==> src/mcrb_regs.vh <==
// Purpose: Offsets, field positions, reset values for the MAC command register bank
// Assumes: Byte addresses on an 8-bit register offset
// Notes:   Included by the bank and its storage module
`ifndef MCRB_REGS_VH
`define MCRB_REGS_VH

// Register offsets
`define MCRB_OFS_CMD        8'h00
`define MCRB_OFS_CFG        8'h04
`define MCRB_OFS_PROM       8'h08
`define MCRB_OFS_BUSTEST    8'h0c
`define MCRB_OFS_ISTAT      8'h10
`define MCRB_OFS_IMASK      8'h14
`define MCRB_OFS_IENA       8'h18
`define MCRB_OFS_PHY        8'h1c
`define MCRB_OFS_TXDESC     8'h20
`define MCRB_OFS_TX_CONFIGURATION      8'h24
`define MCRB_OFS_RXDESC     8'h30
`define MCRB_OFS_RX_CONFIGURATION      8'h34
`define MCRB_OFS_PAUSE      8'h38
`define MCRB_OFS_FILTCTL    8'h48
`define MCRB_OFS_FILTDAT    8'h4c
`define MCRB_OFS_PWRCTL     8'hb0
`define MCRB_OFS_WAKEEVT    8'hb4
`define MCRB_OFS_WAKECHK    8'hbc
`define MCRB_OFS_WMASK_LO   8'hc0
`define MCRB_OFS_WMASK_HI   8'hec

// Storage word indices
`define MCRB_IDX_WMASK_BASE 5'd14
`define MCRB_STORE_WORDS    26

// Command register fields
`define MCRB_CMD_SOFT_RESET 8
`define MCRB_CMD_SW_IRQ     7
`define MCRB_CMD_RX_RESET   5
`define MCRB_CMD_TX_RESET   4
`define MCRB_CMD_RX_DIS     3
`define MCRB_CMD_RX_ENA     2
`define MCRB_CMD_TX_DIS     1
`define MCRB_CMD_TX_ENA     0

// Interrupt status fields
`define MCRB_IST_SW_IRQ     7
`define MCRB_IST_RX_RCMP    24
`define MCRB_IST_TX_RCMP    25

// Interrupt enable field
`define MCRB_IEN_GLOBAL     0

// Reset values
`define MCRB_CMD_RESET      32'h00000000
`define MCRB_ISTAT_RESET    32'h00000000
`define MCRB_IMASK_RESET    32'h00000000
`define MCRB_IENA_RESET     32'h00000000
`define MCRB_STORE_RESET    32'h00000000

`endif

==> src/mcrb_store.v <==
// Purpose: Word store for the plain read/write registers of the bank
// Assumes: One clock, synchronous reset, byte lane write enables
// Notes:   Read data is registered; soft clear empties every word
`timescale 1ns/1ps
`default_nettype none
`include "mcrb_regs.vh"

module mcrb_store #(
  parameter WORDS  = `MCRB_STORE_WORDS,
  parameter AWIDTH = 5
) (
  // Clock and reset
  input  wire              MCLK,
  input  wire              RST,
  // Soft reset clear
  input  wire              CLEAR,
  // Write port
  input  wire              WR_EN,
  input  wire [AWIDTH-1:0] WR_ADDR,
  input  wire [3:0]        WR_BE,
  input  wire [31:0]       WR_DATA,
  // Read port
  input  wire [AWIDTH-1:0] RD_ADDR,
  output reg  [31:0]       RD_DATA
);

  reg [31:0] mem_q [0:WORDS-1];
  integer    i;
  integer    b;

  always @(posedge MCLK) begin
    if (RST || CLEAR) begin
      for (i = 0; i < WORDS; i = i + 1) begin
        mem_q[i] <= `MCRB_STORE_RESET;
      end
    end else if (WR_EN) begin
      for (b = 0; b < 4; b = b + 1) begin
        if (WR_BE[b]) begin
          mem_q[WR_ADDR][8*b +: 8] <= WR_DATA[8*b +: 8];
        end
      end
    end
  end

  always @(posedge MCLK) begin
    if (RST) begin
      RD_DATA <= 32'h00000000;
    end else begin
      RD_DATA <= mem_q[RD_ADDR];
    end
  end

endmodule // mcrb_store

`default_nettype wire

==> src/mcrb_bank.v <==
// Purpose: Operational register window of a PCI Fast Ethernet MAC, around its command register
// Assumes: PCI target logic presents decoded single-word accesses on MCLK; engines answer on MCLK
// Notes:   Read data valid one cycle after the read strobe
//          Status is read-to-clear; an event in the clearing cycle survives
`timescale 1ns/1ps
`default_nettype none
`include "mcrb_regs.vh"

module mcrb_bank (
  // Clock and reset
  input  wire        MCLK,
  input  wire        RST,
  // Register access from the PCI target
  input  wire        REG_MEM_SEL,
  input  wire        REG_IO_SEL,
  input  wire [7:0]  REG_ADDR,
  input  wire        REG_WR,
  input  wire        REG_RD,
  input  wire [3:0]  REG_BE,
  input  wire [31:0] REG_WDATA,
  output reg  [31:0] REG_RDATA,
  output reg         REG_RVALID,
  // Transmit engine handshake
  output reg         TX_RESET,
  input  wire        TX_RESET_ACK,
  output reg         TX_ENABLE,
  output reg         TX_STOP,
  input  wire        TX_IDLE,
  // Receive engine handshake
  output reg         RX_RESET,
  input  wire        RX_RESET_ACK,
  output reg         RX_ENABLE,
  output reg         RX_STOP,
  input  wire        RX_IDLE,
  // Soft reset and interrupt
  output wire        SOFT_RESET_BUSY,
  output reg         IRQ
);

  // Soft reset sequencer states
  localparam [2:0] SR_IDLE  = 3'b001;
  localparam [2:0] SR_CLEAR = 3'b010;
  localparam [2:0] SR_WAIT  = 3'b100;

  // Map an offset to a storage word; bit 5 flags a hit
  // Wake masks take words 14 to 25, one per dword
  function [5:0] store_map;
    input [7:0] ofs;
    begin
      case (ofs)
        `MCRB_OFS_CFG:     store_map = {1'b1, 5'd0};
        `MCRB_OFS_PROM:    store_map = {1'b1, 5'd1};
        `MCRB_OFS_BUSTEST: store_map = {1'b1, 5'd2};
        `MCRB_OFS_PHY:     store_map = {1'b1, 5'd3};
        `MCRB_OFS_TXDESC:  store_map = {1'b1, 5'd4};
        `MCRB_OFS_TX_CONFIGURATION:   store_map = {1'b1, 5'd5};
        `MCRB_OFS_RXDESC:  store_map = {1'b1, 5'd6};
        `MCRB_OFS_RX_CONFIGURATION:   store_map = {1'b1, 5'd7};
        `MCRB_OFS_PAUSE:   store_map = {1'b1, 5'd8};
        `MCRB_OFS_FILTCTL: store_map = {1'b1, 5'd9};
        `MCRB_OFS_FILTDAT: store_map = {1'b1, 5'd10};
        `MCRB_OFS_PWRCTL:  store_map = {1'b1, 5'd11};
        `MCRB_OFS_WAKEEVT: store_map = {1'b1, 5'd12};
        `MCRB_OFS_WAKECHK: store_map = {1'b1, 5'd13};
        default: begin
          if (ofs >= `MCRB_OFS_WMASK_LO && ofs <= `MCRB_OFS_WMASK_HI && ofs[1:0] == 2'b00) begin
            store_map = {1'b1, `MCRB_IDX_WMASK_BASE + {1'b0, ofs[5:2]}};
          end else begin
            store_map = 6'h00;
          end
        end
      endcase
    end
  endfunction

  // Byte-lane merge for registers kept in this module
  function [31:0] lane_merge;
    input [31:0] old;
    input [31:0] wdat;
    input [3:0]  be;
    integer      k;
    begin
      lane_merge = old;
      for (k = 0; k < 4; k = k + 1) begin
        if (be[k]) begin
          lane_merge[8*k +: 8] = wdat[8*k +: 8];
        end
      end
    end
  endfunction

  // Command read-back: strobe bits read zero; only busy and active states show
  function [31:0] cmd_view;
    input busy;
    input rx_on;
    input tx_on;
    begin
      cmd_view                       = 32'h00000000;
      cmd_view[`MCRB_CMD_SOFT_RESET] = busy;
      cmd_view[`MCRB_CMD_RX_ENA]     = rx_on;
      cmd_view[`MCRB_CMD_TX_ENA]     = tx_on;
    end
  endfunction

  // Bus decode; either address space selects the same window
  wire        sel       = REG_MEM_SEL | REG_IO_SEL;
  wire        wr_take   = sel & REG_WR;
  wire        rd_take   = sel & REG_RD;
  wire [5:0]  map       = store_map(REG_ADDR);
  wire        hit_cmd   = (REG_ADDR == `MCRB_OFS_CMD);
  wire        hit_istat = (REG_ADDR == `MCRB_OFS_ISTAT);
  wire        hit_imask = (REG_ADDR == `MCRB_OFS_IMASK);
  wire        hit_iena  = (REG_ADDR == `MCRB_OFS_IENA);
  wire        cmd_wr    = wr_take & hit_cmd;
  wire        store_wr  = wr_take & map[5];

  // Command bits as written; only lanes 0 and 1 carry commands
  wire        w_lo      = cmd_wr & REG_BE[0];
  wire        w_soft    = cmd_wr & REG_BE[1] & REG_WDATA[`MCRB_CMD_SOFT_RESET];
  wire        w_swi     = w_lo & REG_WDATA[`MCRB_CMD_SW_IRQ];
  wire        w_rxr     = w_lo & REG_WDATA[`MCRB_CMD_RX_RESET];
  wire        w_txr     = w_lo & REG_WDATA[`MCRB_CMD_TX_RESET];
  wire        w_rxd     = w_lo & REG_WDATA[`MCRB_CMD_RX_DIS];
  wire        w_rxe     = w_lo & REG_WDATA[`MCRB_CMD_RX_ENA];
  wire        w_txd     = w_lo & REG_WDATA[`MCRB_CMD_TX_DIS];
  wire        w_txe     = w_lo & REG_WDATA[`MCRB_CMD_TX_ENA];

  // Registered state
  reg  [2:0]  sr_q;
  reg  [2:0]  sr_d;
  reg  [31:0] istat_q;
  reg  [31:0] istat_d;
  reg  [31:0] imask_q;
  reg  [31:0] iena_q;
  reg  [1:0]  rd_src_q;
  reg  [31:0] local_rdata_q;
  wire [31:0] store_rdata;

  wire soft_start = (sr_q == SR_IDLE) & w_soft;
  wire soft_clear = (sr_q == SR_CLEAR);
  wire tx_ack     = TX_RESET & TX_RESET_ACK;
  wire rx_ack     = RX_RESET & RX_RESET_ACK;

  assign SOFT_RESET_BUSY = (sr_q != SR_IDLE);

  // Soft reset sequencer
  always @* begin
    case (sr_q)
      SR_IDLE:  sr_d = soft_start ? SR_CLEAR : SR_IDLE;
      // One cycle to clear storage while the engines start their resets
      SR_CLEAR: sr_d = SR_WAIT;
      // Busy until both engines have answered; no timeout, a silent engine keeps busy set
      SR_WAIT:  sr_d = (!TX_RESET && !RX_RESET) ? SR_IDLE : SR_WAIT;
      default:  sr_d = SR_IDLE;
    endcase
  end

  always @(posedge MCLK) begin
    if (RST) begin
      sr_q <= SR_IDLE;
    end else begin
      sr_q <= sr_d;
    end
  end

  // Engine resets: held until the engine acknowledges; a new request beats the ack
  always @(posedge MCLK) begin
    if (RST) begin
      TX_RESET <= 1'b0;
      RX_RESET <= 1'b0;
    end else begin
      if (soft_start || w_txr) begin
        TX_RESET <= 1'b1;
      end else if (TX_RESET_ACK) begin
        TX_RESET <= 1'b0;
      end
      if (soft_start || w_rxr) begin
        RX_RESET <= 1'b1;
      end else if (RX_RESET_ACK) begin
        RX_RESET <= 1'b0;
      end
    end
  end

  // Transmit enable and stop
  // Enable writes are dropped while the engine reset is pending
  always @(posedge MCLK) begin
    if (RST) begin
      TX_ENABLE <= 1'b0;
      TX_STOP   <= 1'b0;
    end else if (soft_start || w_txr || TX_RESET) begin
      TX_ENABLE <= 1'b0;
      TX_STOP   <= 1'b0;
    end else if (w_txd) begin
      // Disable wins; enable in the same write is dropped
      TX_STOP   <= TX_ENABLE;
    end else if (TX_STOP && TX_IDLE) begin
      TX_ENABLE <= 1'b0;
      TX_STOP   <= 1'b0;
    end else if (w_txe && !TX_ENABLE) begin
      TX_ENABLE <= 1'b1;
    end
  end

  // Receive enable and stop
  // Same priorities as the transmit side
  always @(posedge MCLK) begin
    if (RST) begin
      RX_ENABLE <= 1'b0;
      RX_STOP   <= 1'b0;
    end else if (soft_start || w_rxr || RX_RESET) begin
      RX_ENABLE <= 1'b0;
      RX_STOP   <= 1'b0;
    end else if (w_rxd) begin
      RX_STOP   <= RX_ENABLE;
    end else if (RX_STOP && RX_IDLE) begin
      RX_ENABLE <= 1'b0;
      RX_STOP   <= 1'b0;
    end else if (w_rxe && !RX_ENABLE) begin
      RX_ENABLE <= 1'b1;
    end
  end

  // Interrupt status: clears first, then events, so an event in the clearing cycle survives
  always @* begin
    istat_d = istat_q;
    if (soft_clear || (rd_take && hit_istat)) begin
      istat_d = `MCRB_ISTAT_RESET;
    end
    if (w_swi) begin
      istat_d[`MCRB_IST_SW_IRQ] = 1'b1;
    end
    if (tx_ack) begin
      istat_d[`MCRB_IST_TX_RCMP] = 1'b1;
    end
    if (rx_ack) begin
      istat_d[`MCRB_IST_RX_RCMP] = 1'b1;
    end
  end

  always @(posedge MCLK) begin
    if (RST) begin
      istat_q <= `MCRB_ISTAT_RESET;
    end else begin
      istat_q <= istat_d;
    end
  end

  // Mask: which status bits may reach the interrupt line
  always @(posedge MCLK) begin
    if (RST || soft_clear) begin
      imask_q <= `MCRB_IMASK_RESET;
    end else if (wr_take && hit_imask) begin
      imask_q <= lane_merge(imask_q, REG_WDATA, REG_BE);
    end
  end

  // Global enable in bit 0; the other bits are plain storage
  always @(posedge MCLK) begin
    if (RST || soft_clear) begin
      iena_q <= `MCRB_IENA_RESET;
    end else if (wr_take && hit_iena) begin
      iena_q <= lane_merge(iena_q, REG_WDATA, REG_BE);
    end
  end

  // Level output, one cycle behind the status that drives it
  always @(posedge MCLK) begin
    if (RST) begin
      IRQ <= 1'b0;
    end else begin
      IRQ <= iena_q[`MCRB_IEN_GLOBAL] & (|(istat_q & imask_q));
    end
  end

  // Plain registers; unmapped offsets never reach storage
  mcrb_store #(
    .WORDS  (`MCRB_STORE_WORDS),
    .AWIDTH (5)
  ) u_store (
    .MCLK    (MCLK),
    .RST     (RST),
    .CLEAR   (soft_clear),
    .WR_EN   (store_wr),
    .WR_ADDR (map[4:0]),
    .WR_BE   (REG_BE),
    .WR_DATA (REG_WDATA),
    .RD_ADDR (map[4:0]),
    .RD_DATA (store_rdata)
  );

  // Read path, one cycle latency for both sources
  always @(posedge MCLK) begin
    if (RST) begin
      rd_src_q      <= 2'b00;
      local_rdata_q <= 32'h00000000;
      REG_RVALID    <= 1'b0;
    end else begin
      REG_RVALID <= rd_take;
      rd_src_q   <= {rd_take & map[5], rd_take & ~map[5]};
      if (hit_cmd) begin
        // Strobe bits read zero; only busy and active states show
        local_rdata_q <= cmd_view(SOFT_RESET_BUSY, RX_ENABLE, TX_ENABLE);
      end else if (hit_istat) begin
        local_rdata_q <= istat_q;
      end else if (hit_imask) begin
        local_rdata_q <= imask_q;
      end else if (hit_iena) begin
        local_rdata_q <= iena_q;
      end else begin
        local_rdata_q <= 32'h00000000;
      end
    end
  end

  always @* begin
    REG_RDATA = rd_src_q[1] ? store_rdata : (rd_src_q[0] ? local_rdata_q : 32'h00000000);
  end

endmodule // mcrb_bank

`default_nettype wire

==> config.mk <==
export PLATFORM = sky130hd
export DESIGN_NAME = mcrb_bank
export DESIGN_NICKNAME = d
export VERILOG_FILES = /design/src/mcrb_store.v /design/src/mcrb_bank.v
export VERILOG_INCLUDE_DIRS = /design/src /design/src/src
export SDC_FILE = /design/constraint.sdc
export NUM_CORES = 2
export LEC_CHECK = 0
export ABC_CLOCK_PERIOD_IN_PS = 7400
export BUFFER_PORTS_ARGS = -buffer_cell sky130_fd_sc_hd__buf_2
export CAP_MARGIN = 20
export CORE_MARGIN = 2
export CORE_UTILIZATION = 30
export CTS_BUF_LIST = sky130_fd_sc_hd__clkbuf_8
export DETAILED_ROUTE_END_ITERATION = 8
export HOLD_SLACK_MARGIN = 0.12
export PLACE_DENSITY_LB_ADDON = 0.25
export SKIP_LAST_GASP = 1
export SLEW_MARGIN = 15
export SYNTH_ARGS = -nofsm -noshare
export SYNTH_HDL_FRONTEND = slang
export SYNTH_SLANG_ARGS = --single-unit
export TNS_END_PERCENT = 10
==> constraint.sdc <==
create_clock -name MCLK -period 7.4 [get_ports MCLK]
set_input_delay 0 -clock MCLK [delete_from_list [all_inputs] [get_ports MCLK]]
set_output_delay 0 -clock MCLK [all_outputs]
set_load 0.02 [all_outputs]
==> flow_summary.yaml <==
cells_and_area:
  fin_area_mm2: 0.0583
  final_nets: 4604
  synthToLayoutAreaGrowth_pct: 15.1
  drive_gt1_frac: 0.111
clock_network:
  htree_levels: 4
  cts_tree: "done"
  insertion_delay_ps: 950
  root_buffer: "clkbuf_8"
  clk_pin_slew_ps: 60
  post_cts_resized: 0
  clk_path_buf_depth: 3
  cts_sinks: 1168
  numCtsBuffers: 200
placed_design:
  dpl-instance-area_mm2: 0.0537
  port_buffers: 94
  dp_hpwl_mm: 114
  pre_cts_ws_ps: 2690
  gp_congestion: 0.912
synth:
  synth_area_leaders: "edfxtp_1 61%, mux2i_1 6.3%, dfxtp_1 5.7%"
  ys_dominant_reg_cell: "edfxtp_1"
  ys_warn_count: 0
  ys_seq_area_frac: 0.664
  synthCells: 4366
  async_flop_share: 0
  synth_top_area_share: 0.607
  synth_edf_count: 1024
  avgSynthCellArea_um2: 11.6
  yosysUniqueCellTypes: 58
  synth.largest_area_cell: "edfxtp_1"
  syn_nets: 4421
  netlist_area_mm2: 0.0507
  ys_seq_elements: 1168
  yosysMostFrequentCell: "edfxtp_1"
  ys_top_cells_by_count: "1024 x edfxtp_1, 678 x nand2_1, 586 x nor2_1, 422 x and2_1, 317 x mux2i_1"
floorplan:
  core_area_mm2: 0.167
  die_w_um: 415
  die_y_um: 415
  initial_core_util: 0.303
  die-area_mm2: 0.172
  ios: 95
  rows: 150
global_route:
  grt_max_degree: 129
  antenna_found_initial: 16
  first_global_vias: 35100
  grt_pass1_wl_mm: 255
  grt_usage: 0.203
  gr-total-overflow: 0
setup_path:
  worstPathMaxFanout: 35
  crit_type: "input pin to register"
  cp_common_cell: "buf_4"
  cp.arrival_ps: 5000
  crit_path_top_delay_cell: "nor2_4"
  worstPathCellList: "dlygate4sd3_1 -> buf_2 -> a21oi_1 -> o31ai_2 -> a21oi_2 -> nor2_4 -> nand3_1 -> buf_4 -> o21ai_0 -> buf_4"
  end_kind: "register"
  cpPeakStageDelay_ps: 890
  cp-start-kind: "input pin"
  required_ps: 8020
power_and_ir_drop:
  power_switching_share: 0.249
  seq_power_share: 0.541
  leakagePower_nw: 20.8
  pwr-share-clk: 0.401
  switchingPower_mw: 3.45
  intPower_mw: 10.4
  power.density_mw_per_mm2: 238
  combPwrFrac: 0.058
  vdd_drop_max_mv: 0.172
timing:
  timing.fmax_mhz: 228
  finalSetupViolCount: 0
  fin_ws_ps: 3020
  fin_crit_sh: 0.592
  finalCriticalPeriod_ps: 4380
  fin_worst_skew_ps: 43.7
  maxSlewViolCount: 0
  final.setup.tns_ps: 0
  maxSlewHeadroom: 0.161
  hold_viol: 0
  rsz0062_at_grt: "false"
  worst_slew_pin_slew_ps: 1260
route:
  first_pass_iters: 5
  drt-wirelength-per-cell_um: 26.0
  ant_nets: 0
  vias: 36200
  wirelength_mm: 180
  avgViaCountPerCell: 5.22
  initialDrtViolationCount: 3883
  route.detailed.drc: 0
min_path:
  hold_class: "input pin to register"
outcome:
  outcome: "complete, no violations"
run:
  drv_cap: 0
-- state kept, by name, summed over array words and instances, names as in the netlist --
register         flops
REG_RVALID           1
IRQ                  1
imask_q             32
iena_q              32
sr_q                 3
TX_STOP              1
u_store.RD_DATA     32
rd_src_q             2
RX_ENABLE            1
RX_STOP              1
u_store.mem_q     1024
RX_RESET             1
istat_q              3
local_rdata_q       32
TX_ENABLE            1
TX_RESET             1
-- cell families (layout without fill, tap and decap cells) --
kind of cell,after synthesis,after routing,synth area share
AO/OA/AOI/OAI,631,631,0.0733
buffers and inverters,341,692,0.0270
flip-flops,1168,1168,0.664
adder cells (fa/ha/maj),1,1,0.000247
AND/OR/NAND/NOR,1907,1907,0.173
other,0,4,0
multiplexers,317,317,0.0626
XOR/XNOR,1,1,0.000173
-- timing repair --
| action | CTS | global route |
|---|---|---|
| setup buffers | 0 | 0 |
| setup endpoints to repair | 0 | 0 |
| hold buffers | 84 | 0 |
| endpoints found under the hold margin | 1277 | 0 |
-- per-stage QoR --
step,utilization,hold WS [ps],power (mW),instances
4_1_cts,0.348,134,13.9,6906
3_3_place_gp,0.320,279,8.39,6437
5_1_grt,0.348,201,14.3,6922
2_1_floorplan,-,79.9,8.01,4366
3_5_place_dp,0.321,284,8.39,6452
6_report,0.348,210,13.9,6925
-- layout by cell type, fill, tap and decap left out, types with 6 or more instances in the layout --
master / netlist / layout
buf_4: 4 / 103
a31oi_1: 30 / 30
or3_1: 8 / 7
o21ai_0: 110 / 79
o21ai_1: 0 / 31
inv_1: 9 / 88
edfxtp_1: 1024 / 1024
and3_1: 42 / 42
a21oi_1: 258 / 258
clkinv_1: 0 / 39
a21o_1: 6 / 6
nor2_1: 586 / 582
nand2_1: 678 / 668
dlygate4sd3_1: 0 / 84
a22oi_1: 38 / 38
buf_2: 57 / 115
o22ai_1: 126 / 126
nand2_2: 0 / 10
and2_1: 422 / 422
clkbuf_8: 0 / 225
dfxtp_1: 144 / 143
nand2b_1: 8 / 8
mux2i_1: 317 / 317
nand3_1: 29 / 24
a22o_1: 35 / 35
clkinv_2: 0 / 17
nor4_1: 96 / 96
nor3_1: 10 / 9
-- layer usage --
metal / vias to the layer above / wire length [um] / track usage
met4: 6 / 4890 / 0.0644
li1: 16000 / - / -
met1: 18200 / 78100 / 0.283
met5: - / 50 / 0
met2: 1703 / 82600 / 0.322
met3: 270 / 14300 / 0.0363
-- layout make-up --
type | instances | area, um2
Antenna cell | 4 | 10.0
Clock buffer | 225 | 3100
Clock inverter | 145 | 636
Fill cell | 16800 | 109000
Inverter | 9 | 33.8
Multi-Input combinational cell | 2857 | 15800
Sequential cell | 1168 | 33600
Tap cell | 2204 | 2760
Timing Repair Buffer | 313 | 2340
-- power groups by stage --
stage / registers, mW / logic, mW / clock network [mW]
global placement: 7.63 / 0.762 / 0
finish: 7.49 / 0.810 / 5.56
floorplan: 7.58 / 0.428 / 0
CTS: 7.49 / 0.800 / 5.63
global route: 7.51 / 0.859 / 5.90
detailed placement: 7.63 / 0.769 / 0
-- critical path: cells and delay by family --
kind	cells	cell delay (ps)
AO/OA/AOI/OAI	4	1880
buffers and inverters	4	1630
AND/OR/NAND/NOR	2	1470
-- worst paths after layout --
kind / slack [ps] / depth (start not counted) / end / from
worst max-delay path: 3020 / 10 / u_store.mem_q[14][21] / REG_ADDR[5]
worst min register to register: 490 / 2 / iena_q[29] / iena_q[29]
worst min-delay path: 210 / 3 / u_store.mem_q[28][29] / REG_WDATA[29]
worst max register to register: 3570 / 10 / u_store.mem_q[17][11] / sr_q[2]
No activity file was read; power rests on OpenSTA's default activity.
